<file path="config.mk">
export PLATFORM = sky130hd
export DESIGN_NAME = awd_window_detector
export DESIGN_NICKNAME = d
export VERILOG_FILES = /design/src/design/awd_compare.v /design/src/design/awd_window_detector.v
export VERILOG_INCLUDE_DIRS = /design/src /design/src/design
export SDC_FILE = /design/constraint.sdc
export NUM_CORES = 1
export LEC_CHECK = 0
export BUFFER_PORTS_ARGS = -buffer_cell sky130_fd_sc_hd__buf_2
export CAP_MARGIN = 20
export CORE_UTILIZATION = 54
export CTS_BUF_LIST = sky130_fd_sc_hd__clkbuf_4
export DETAILED_ROUTE_END_ITERATION = 8
export HOLD_SLACK_MARGIN = 0.08
export PLACE_DENSITY_LB_ADDON = 0.2
export SETUP_SLACK_MARGIN = 0.05
export SLEW_MARGIN = 20
export SYNTH_ARGS = -nofsm -noshare
export SYNTH_HDL_FRONTEND = slang
export SYNTH_SLANG_ARGS = --single-unit
</file>
<file path="constraint.sdc">
create_clock -name clk_i -period 2.75 [get_ports clk_i]
set_input_delay 0 -clock clk_i [delete_from_list [all_inputs] [get_ports clk_i]]
set_output_delay 0 -clock clk_i [all_outputs]
set_load 0.005 [all_outputs]
</file>
<file path="src/design/awd_map.vh">
// Register offsets, reset values and field positions of the window detector
`ifndef AWD_MAP_VH
`define AWD_MAP_VH

// ****************************************
// Register offsets
// ****************************************
`define AWD_UPPER_LO_ADDR 8'hc4
`define AWD_UPPER_HI_ADDR 8'hc5
`define AWD_LOWER_LO_ADDR 8'hc6
`define AWD_LOWER_HI_ADDR 8'hc7
`define AWD_CTRL_ADDR 8'hc8
`define AWD_STATUS_ADDR 8'hc9
`define AWD_MASK_ADDR 8'hca
`define AWD_RESULT_LO_ADDR 8'hcb
`define AWD_RESULT_HI_ADDR 8'hcc

// ****************************************
// Reset values
// ****************************************
`define AWD_UPPER_LO_RST 8'h00
`define AWD_UPPER_HI_RST 8'hff
`define AWD_LOWER_LO_RST 8'h00
`define AWD_LOWER_HI_RST 8'h00
`define AWD_CTRL_RST 8'h00
`define AWD_MASK_RST 8'h00

// ****************************************
// Field positions
// ****************************************
`define AWD_CTRL_LJUST_BIT 0
`define AWD_CTRL_DIFF_BIT 1
`define AWD_STAT_MATCH_BIT 0
`define AWD_STAT_EOC_BIT 1
`define AWD_STAT_OVR_BIT 2

`endif

</file>
<file path="src/design/awd_compare.v">
// Signed or unsigned window comparison of one result word against two limits
`timescale 1ns/10ps
`default_nettype none

module awd_compare (
  input wire [15:0] result_i,
  input wire [15:0] upper_i,
  input wire [15:0] lower_i,
  input wire signed_i,
  output wire match_o
);

  wire [16:0] res_x;
  wire [16:0] up_x;
  wire [16:0] lo_x;
  wire above_upper;
  wire below_lower;
  wire lower_gt_upper;

  // Extending by one bit lets a single signed compare serve both number forms
  assign res_x = {signed_i & result_i[15], result_i};
  assign up_x = {signed_i & upper_i[15], upper_i};
  assign lo_x = {signed_i & lower_i[15], lower_i};

  assign above_upper = $signed(res_x) > $signed(up_x);
  assign below_lower = $signed(res_x) < $signed(lo_x);
  assign lower_gt_upper = $signed(lo_x) > $signed(up_x);

  assign match_o = lower_gt_upper ? (above_upper & below_lower) : (above_upper | below_lower);

endmodule

`default_nettype wire

</file>
<file path="src/design/awd_window_detector.v">
// Converter window detector: limit registers, compare on end of conversion, flag and interrupt
//
// Summary of operation
// - Every new result is compared with both limits; match sets flag, else flag holds
// - Comparison happens on the end-of-conversion event only
// - Match flag can raise an interrupt and is readable for polling
// - Upper limit word is high byte over low byte
// - Lower limit word is high byte over low byte
// - Lower above upper: match when result strictly inside both limits
// - Lower not above upper: match when result below lower or above upper
// - Differential results and limits compare as signed 16-bit values
// - Left-justified results compare as presented, ten bits high, zeros below
// - Upper high byte resets to ones, lower low byte to zeros; all bits read/write
// - Right-justified: ten bits low, sign extension or zeros above
//
// Strobed register access was left to the implementer.
`timescale 1ns/10ps
`default_nettype none
`include "awd_map.vh"

module awd_window_detector (
  input wire clk_i,
  input wire reset_n_i,
  input wire [7:0] addr_i,
  input wire [7:0] wdata_i,
  input wire wr_i,
  input wire rd_i,
  output reg [7:0] rdata_o,
  input wire eoc_i,
  input wire [9:0] sample_i,
  output wire left_justify_select_o,
  output wire differential_o,
  output wire [15:0] result_word_o,
  output wire window_match_flag_o,
  output wire irq_o
);

  // ****************************************
  // Register state
  // ****************************************
  reg [7:0] upper_lo_q;
  reg [7:0] upper_hi_q;
  reg [7:0] lower_lo_q;
  reg [7:0] lower_hi_q;
  reg [7:0] ctrl_q;
  reg [2:0] status_q;
  reg [2:0] status_d;
  reg [2:0] mask_q;
  reg [15:0] result_q;
  reg [7:0] rdata_d;
  wire [15:0] upper_word;
  wire [15:0] lower_word;
  wire [15:0] new_word;
  wire ljust;
  wire diff;
  wire match;
  wire status_rd;
  reg [7:0] upper_lo_d;
  reg [7:0] upper_hi_d;
  reg [7:0] lower_lo_d;
  reg [7:0] lower_hi_d;
  reg [7:0] ctrl_d;
  reg [2:0] mask_d;
  reg [15:0] result_d;
  reg [7:0] rdata_next;
  wire wr_upper_lo;
  wire wr_upper_hi;
  wire wr_lower_lo;
  wire wr_lower_hi;
  wire wr_ctrl;
  wire wr_mask;
  wire [15:0] left_word;
  wire [15:0] right_word;
  wire [5:0] sign_ext;
  wire match_evt;
  wire eoc_evt;
  wire overrun_evt;
  wire [7:0] status_byte;
  wire [7:0] mask_byte;
  wire [7:0] result_lo_byte;
  wire [7:0] result_hi_byte;

  // ****************************************
  // Control fields
  // ****************************************
  assign ljust = ctrl_q[`AWD_CTRL_LJUST_BIT];
  assign diff = ctrl_q[`AWD_CTRL_DIFF_BIT];

  // ****************************************
  // Limit words
  // ****************************************
  // Limits are read straight from the byte registers, so any write counts at once
  assign upper_word = {upper_hi_q, upper_lo_q};
  assign lower_word = {lower_hi_q, lower_lo_q};

  // ****************************************
  // Result word formatting
  // ****************************************
  // Single-ended extension is zeros; differential copies the sample sign
  assign sign_ext = {6{diff & sample_i[9]}};
  assign left_word = {sample_i, 6'h00};
  assign right_word = {sign_ext, sample_i};
  assign new_word = ljust ? left_word : right_word;

  // ****************************************
  // Window comparison
  // ****************************************
  // Compare the fresh word, not the stored one, so the flag lands with the result
  awd_compare u_compare (
    .result_i(new_word),
    .upper_i(upper_word),
    .lower_i(lower_word),
    .signed_i(diff),
    .match_o(match)
  );

  // ****************************************
  // Write decode
  // ****************************************
  // One enable per writable register; an unmapped address matches none of them
  assign wr_upper_lo = wr_i && (addr_i == `AWD_UPPER_LO_ADDR);
  assign wr_upper_hi = wr_i && (addr_i == `AWD_UPPER_HI_ADDR);
  assign wr_lower_lo = wr_i && (addr_i == `AWD_LOWER_LO_ADDR);
  assign wr_lower_hi = wr_i && (addr_i == `AWD_LOWER_HI_ADDR);
  assign wr_ctrl = wr_i && (addr_i == `AWD_CTRL_ADDR);
  assign wr_mask = wr_i && (addr_i == `AWD_MASK_ADDR);

  // ****************************************
  // Upper limit, low byte
  // ****************************************
  always @* begin
    upper_lo_d = upper_lo_q;
    if (wr_upper_lo) begin
      upper_lo_d = wdata_i;
    end
  end

  always @(posedge clk_i) begin
    if (!reset_n_i) begin
      upper_lo_q <= `AWD_UPPER_LO_RST;
    end else begin
      upper_lo_q <= upper_lo_d;
    end
  end

  // ****************************************
  // Upper limit, high byte
  // ****************************************
  always @* begin
    upper_hi_d = upper_hi_q;
    if (wr_upper_hi) begin
      upper_hi_d = wdata_i;
    end
  end

  always @(posedge clk_i) begin
    if (!reset_n_i) begin
      upper_hi_q <= `AWD_UPPER_HI_RST;
    end else begin
      upper_hi_q <= upper_hi_d;
    end
  end

  // ****************************************
  // Lower limit, low byte
  // ****************************************
  always @* begin
    lower_lo_d = lower_lo_q;
    if (wr_lower_lo) begin
      lower_lo_d = wdata_i;
    end
  end

  always @(posedge clk_i) begin
    if (!reset_n_i) begin
      lower_lo_q <= `AWD_LOWER_LO_RST;
    end else begin
      lower_lo_q <= lower_lo_d;
    end
  end

  // ****************************************
  // Lower limit, high byte
  // ****************************************
  always @* begin
    lower_hi_d = lower_hi_q;
    if (wr_lower_hi) begin
      lower_hi_d = wdata_i;
    end
  end

  always @(posedge clk_i) begin
    if (!reset_n_i) begin
      lower_hi_q <= `AWD_LOWER_HI_RST;
    end else begin
      lower_hi_q <= lower_hi_d;
    end
  end

  // ****************************************
  // Control register
  // ****************************************
  always @* begin
    ctrl_d = ctrl_q;
    if (wr_ctrl) begin
      ctrl_d = {6'h00, wdata_i[1:0]};
    end
  end

  always @(posedge clk_i) begin
    if (!reset_n_i) begin
      ctrl_q <= `AWD_CTRL_RST;
    end else begin
      ctrl_q <= ctrl_d;
    end
  end

  // ****************************************
  // Interrupt mask
  // ****************************************
  always @* begin
    mask_d = mask_q;
    if (wr_mask) begin
      mask_d = wdata_i[2:0];
    end
  end

  always @(posedge clk_i) begin
    if (!reset_n_i) begin
      mask_q <= 3'h0;
    end else begin
      mask_q <= mask_d;
    end
  end

  // ****************************************
  // Last result
  // ****************************************
  always @* begin
    result_d = result_q;
    if (eoc_i) begin
      result_d = new_word;
    end
  end

  always @(posedge clk_i) begin
    if (!reset_n_i) begin
      result_q <= 16'h0000;
    end else begin
      result_q <= result_d;
    end
  end

  // ****************************************
  // Sticky status, cleared by reading it
  // ****************************************
  // Bit 2 flags a conversion that arrived while an earlier one was unread
  assign match_evt = eoc_i & match;
  assign eoc_evt = eoc_i;
  assign overrun_evt = eoc_i & status_q[`AWD_STAT_EOC_BIT];
  assign status_rd = rd_i && (addr_i == `AWD_STATUS_ADDR);

  always @* begin
    status_d = status_q;
    if (status_rd) begin
      status_d = 3'h0;
    end
    // A set in the same cycle as the clearing read wins
    if (match_evt) begin
      status_d[`AWD_STAT_MATCH_BIT] = 1'b1;
    end
    if (eoc_evt) begin
      status_d[`AWD_STAT_EOC_BIT] = 1'b1;
    end
    if (overrun_evt) begin
      status_d[`AWD_STAT_OVR_BIT] = 1'b1;
    end
  end

  always @(posedge clk_i) begin
    if (!reset_n_i) begin
      status_q <= 3'h0;
    end else begin
      status_q <= status_d;
    end
  end

  // ****************************************
  // Interrupt request
  // ****************************************
  assign irq_o = |(status_q & mask_q);

  // ****************************************
  // Read data selection
  // ****************************************
  assign status_byte = {5'h00, status_q};
  assign mask_byte = {5'h00, mask_q};
  assign result_lo_byte = result_q[7:0];
  assign result_hi_byte = result_q[15:8];

  always @* begin
    case (addr_i)
      `AWD_UPPER_LO_ADDR: rdata_d = upper_lo_q;
      `AWD_UPPER_HI_ADDR: rdata_d = upper_hi_q;
      `AWD_LOWER_LO_ADDR: rdata_d = lower_lo_q;
      `AWD_LOWER_HI_ADDR: rdata_d = lower_hi_q;
      `AWD_CTRL_ADDR: rdata_d = ctrl_q;
      `AWD_STATUS_ADDR: rdata_d = status_byte;
      `AWD_MASK_ADDR: rdata_d = mask_byte;
      `AWD_RESULT_LO_ADDR: rdata_d = result_lo_byte;
      `AWD_RESULT_HI_ADDR: rdata_d = result_hi_byte;
      default: rdata_d = 8'h00;
    endcase
  end

  // ****************************************
  // Read port, data one cycle after the strobe
  // ****************************************
  // Idle cycles return zero so a stale byte is never taken for an answer
  always @* begin
    rdata_next = 8'h00;
    if (rd_i) begin
      rdata_next = rdata_d;
    end
  end

  always @(posedge clk_i) begin
    if (!reset_n_i) begin
      rdata_o <= 8'h00;
    end else begin
      rdata_o <= rdata_next;
    end
  end

  // ****************************************
  // Outputs
  // ****************************************
  assign left_justify_select_o = ljust;
  assign differential_o = diff;
  assign result_word_o = result_q;
  assign window_match_flag_o = status_q[`AWD_STAT_MATCH_BIT];

endmodule

`default_nettype wire

</file>
After elaboration in Yosys (flattened, before gate mapping)

Index checks and enable logic that the tools add are counted.

Output and inout port bits: 28
Word-level logic and storage cells: 51
Input port bits: 31
Register bits: 64

Multiplexer cells: 7
Bitwise operators: 9
Equality and inequality tests: 9
Reductions and logical operators: 12
Magnitude comparators: 3

Operator list:

| cell               | count |
|---|---|
| $eq 8x8->1 const B | 9 |
| $pmux 8 s9         | 1 |
| $gt 17x17->1       | 2 |
| $lt 17x17->1       | 1 |
| $mux 16            | 1 |
| $and 1x1->1        | 7 |
| $logic_and 1x1->1  | 7 |
| $reduce_bool 2->1  | 3 |
| $mux 1             | 4 |
| $and 3x3->3        | 1 |
| $mux 3             | 1 |
| $reduce_or 3->1    | 1 |
| $reduce_and 2->1   | 1 |
| $or 1x1->1         | 1 |

Longest topological paths before layout

Word-level depth: 8
Gate-level depth with buffers: 11
Mapped depth without buffers: 11

Hierarchy

From an unflattened synthesis, not the netlist that was laid out.

Cells, all modules: 457
Area, all modules: 4,291.6 um2

By module, submodules not included:

| module              | instances | cells an instance | area an instance (um2) | seq. area each (um2) |
|---|---|---|---|---|
| awd_window_detector | 1         | 291               | 3,066.7                | 1,281.2 |
| awd_compare         | 1         | 166               | 1,224.9                | 0.0 |

Least setup slack after synthesis

OpenSTA, ideal clock, no wires.

Path kind: register to register
Start: register ctrl_q[0]
End: register status_q[0]
Buffers on the path: 2
Slack: -0.031 ns
Cell stages (with the launch flop): 12
Data arrival time: 2.659 ns
Period minus slack after synthesis: 2.781 ns
Cell sequence: dfxtp_1 buf_2 clkbuf_1 a21o_1 ha_1 and3_1 nand4_1 or4_4 o31ai_2 a21o_2 a22oi_2 a311o_1

Elaborated cells between the ends (all ways): 10

RTL lines:

| item                                                | RTL line                           | text |
|---|---|---|
| from (decl)                                         | awd_window_detector.v:45           | `reg [7:0] ctrl_q;` |
| from (signal assigned)                              | awd_window_detector.v:212          | `` ctrl_q <= `AWD_CTRL_RST; `` |
| from (signal assigned)                              | awd_window_detector.v:214          | `ctrl_q <= ctrl_d;` |
| $mux 16 *                                           | awd_window_detector.v:103          | `assign new_word = ljust ? left_word : right_word;` |
| net new_word[12]                                    | awd_window_detector.v:53           | `wire [15:0] new_word;` |
| $gt 17x17->1 / $lt 17x17->1 (equally long branches) | awd_compare.v:25, awd_compare.v:26 |  |
| $or 1x1->1 / $and 1x1->1 (equally long branches)    | awd_compare.v:29                   | `assign match_o = lower_gt_upper ? (above_upper & below_lower) : (above_upper \| below_lower);` |
| $mux 1 *                                            | awd_compare.v:29                   |  |
| $and 1x1->1 *                                       | awd_window_detector.v:258          | `assign match_evt = eoc_i & match;` |
| $mux 1 / $reduce_bool 2->1 (equally long branches)  | --                                 |  |
| to (signal assigned)                                | awd_window_detector.v:284          | `status_q <= status_d;` |
| to (decl)                                           | awd_window_detector.v:46           | `reg [2:0] status_q;` |

Mark *: on every way through the listed nets, which the timed path passes. The rest lies on a longest branch.
A chain may end at the register's enable or synchronous reset.

Worst setup path in the final report

Start: register ctrl_q[1]
End: register status_q[0]

Elaborated cells between the ends (all ways): 14

RTL lines:

| item                                                | RTL line                           | text |
|---|---|---|
| $and 1x1->1 *                                       | awd_window_detector.v:100          | `assign sign_ext = {6{diff & sample_i[9]}};` |
| $mux 16 *                                           | awd_window_detector.v:103          |  |
| net new_word[12]                                    | awd_window_detector.v:53           |  |
| $gt 17x17->1 / $lt 17x17->1 (equally long branches) | awd_compare.v:25, awd_compare.v:26 |  |
| $or 1x1->1 / $and 1x1->1 (equally long branches)    | awd_compare.v:29                   |  |
| $mux 1 *                                            | awd_compare.v:29                   |  |
| $and 1x1->1 *                                       | awd_window_detector.v:258          |  |
| $mux 1 / $reduce_bool 2->1 (equally long branches)  | --                                 |  |

Marked as above.

==> metrics <==
setup_tns=0 ns; Synth Cell Area=4200 um2; register area share after synthesis=30.5%; final count of negative-setup-slack endpoints=0; Least-Margin Pin Slew=0.621 ns; Peak VDD IR=0.000327 V; Synth Warn #=0; crit path DAT=3.01 ns; Clock Latency Late Sink=0.42 ns; fin crit share=98.3%; Maximum Capacitance Violations=0; CP max FO=5; area leader, netlist=dfxtp_1; startpoint types=flip-flop; placed cell area=4630 um2; die area=8140 um2; Remaining DRCs=0; HPWL after DPL=9500 um; Power Dens Cells=399 nW/um2; flops & latches, synth=64; first-pass GRT wire length=19400 um; Pleak=2.38 nW; required time of the worst setup path=3.06 ns; DR iter-0 viols=372; Fillers=593; TritonCTS clock tree=built; unrepaired setup endpoints after global routing=true; ANT nets after route=0; met2 wire len=5750 um; Die Y=90.2 um; Syn Inst Count=452; syn avg cell area=9.29 um2; Site Rows=31; Worst Hold Class=in -> reg; final instance area=5060 um2; status=completed; Min Clock Period, post-route=2.70 ns; Final Worst Setup Slack=0.0464 ns; Yosys cell types=53; initial antenna violation count=0; Layout Skew=0.0152 ns; Met3 Wirelength=921 um; Slew Limit Headroom=58.6%; Fmax=370 MHz; Setup crit end kind=flip-flop; endpoints failing hold=0; Tot GR Track Use=31.2%; H-tree Lvls=3; Routed WL=12400 um; grt ovf=0; top area cells in the synthesized netlist=dfxtp_1 (31%), ha_1 (13%), mux2i_1 (9.1%), nor2b_1 (7.7%), mux4_2 (5.4%); pre-CTS setup slack=0.0327 ns; clock tree sinks=64; area share of the largest cell type after synthesis=30.5%; clock slew at reported path FFs=0.12 ns; Vias/cell=6.02; 1st-pass router iterations=5; EDFF count, synth=0; vias in the first global route=3715; most numerous cell in the Yosys netlist=dfxtp_1; Power Total=2.02 mW; I/O Buffers=58; clk root buf=clkbuf_4; final non-filler cell total=636; Net Count, Synth=527; Area growth syn-to-layout=20.6%; Synth top cells by count=dfxtp_1 (64), nor2b_1 (52), ha_1 (44); WL met1=5280 um; Placed Cells incl. Taps=601; ANT cells=0; ys flop type=dfxtp_1; Crit Path Class=reg -> reg; DR WL/cell=19.5 um; final net count=607; share of cells above drive strength 1=22.0%; CTS max path bufs=2; Top Ports=59; vias=3829; chip width=90.2 um; Core Footprint=7370 um2; top sig layer=met4; FFs w/ async S/R, synth=0%; largest net degree at the start of global routing=41; Final GP Congestion=1.09; fin. max-slew vios=0; CTS buffer count=9; Initial Utilization=57.0%
worst paths after layout:
path                           from                end  slack, ns  depth (start not counted)
setup reg to reg          ctrl_q[1]        status_q[0]       0.05                         11
hold / removal          sample_i[8]   result_word_o[8]       0.10                          4
hold reg to reg   result_word_o[12]  result_word_o[12]       0.52                          2
setup / recovery          ctrl_q[1]        status_q[0]       0.05                         11
where the power goes:
part | leakage, nW | internal [mW] | switching, mW
clock | 0.0942 | 0.462 | 0.380
sequential | 0.520 | 0.939 | 0.0139
combinational | 1.77 | 0.109 | 0.116
total | 2.38 | 1.51 | 0.510
metrics by stage:
| step | utilization, % | hold WS [ns] |
|---|---|---|
| after global routing | 68.7 | 0.100 |
| after global placement | 62.8 | 0.272 |
| after CTS | 68.3 | 0.0802 |
| after floorplan | - | 0.138 |
| final | 68.7 | 0.102 |
| after detailed placement | 62.8 | 0.280 |
critical path, cell delays in order, from the launching register on:
cell	delay [ns]
dfxtp_2	0.35
and2_4	0.13
nor2b_4	0.14
a21o_1	0.17
ha_1	0.31
and3_4	0.17
nand4_1	0.10
or4_4	0.49
o31ai_2	0.23
a21o_2	0.15
nor3_2	0.04
a311o_1	0.31
cells by family (layout without fill, tap and decap cells):
group,count (synthesis),in the layout,share of synthesized area [%]
DFF,64,64,30.5
xor gates and xnor gates,2,2,0.417
muxes,53,53,15.8
and+or+nand+nor,142,142,18.9
buffers and inverters,57,142,5.48
adders and majority gates,46,46,13.6
AOI/OAI and AO/OA,88,88,15.3
area by class of cell:
| type | count | area, um2 | area share, % |
|---|---|---|---|
| multi-input combinational | 331 | 2750 | 54.3 |
| tap | 99 | 124 | 2.45 |
| clock buffer | 9 | 67.6 | 1.33 |
| sequential | 64 | 1290 | 25.4 |
| timing repair buffer | 89 | 581 | 11.5 |
| clock inverter | 7 | 119 | 2.35 |
| inverter | 37 | 139 | 2.74 |
metal layers:
metal	up-vias	global-route usage, %
met5	-	0
met4	0	14.4
met3	39	4.91
met2	162	49.8
met1	1836	41.4
li1	1792	-
flip-flops by register name, summed over array words and instances, names as in the netlist:
name	cells
status_q	3
lower_hi_q	8
upper_hi_q	8
result_word_o	16
ctrl_q	2
rdata_o	8
lower_lo_q	8
upper_lo_q	8
mask_q	3
placed cells by master, fill, tap and decap left out, drive strengths merged, types with 12 or more instances in the layout:
master / Yosys / final
dfxtp: 64 / 64
o211ai: 12 / 12
nor2b: 54 / 54
ha: 44 / 44
nor2: 17 / 17
a21o: 15 / 15
inv: 37 / 38
buf: 6 / 71
mux2i: 38 / 38
dlygate4sd3: 0 / 18
a21oi: 21 / 21
nand2: 30 / 30
repair_timing:
action,4_1_cts,5_1_grt
hold endpoints to repair,63,0
pin swaps,0,9
endpoints found under the setup margin,1,1
hold buffers,18,0
setup buffers,1,0
resized for setup,6,5
Note: power is estimated with default switching activity, not from simulation.
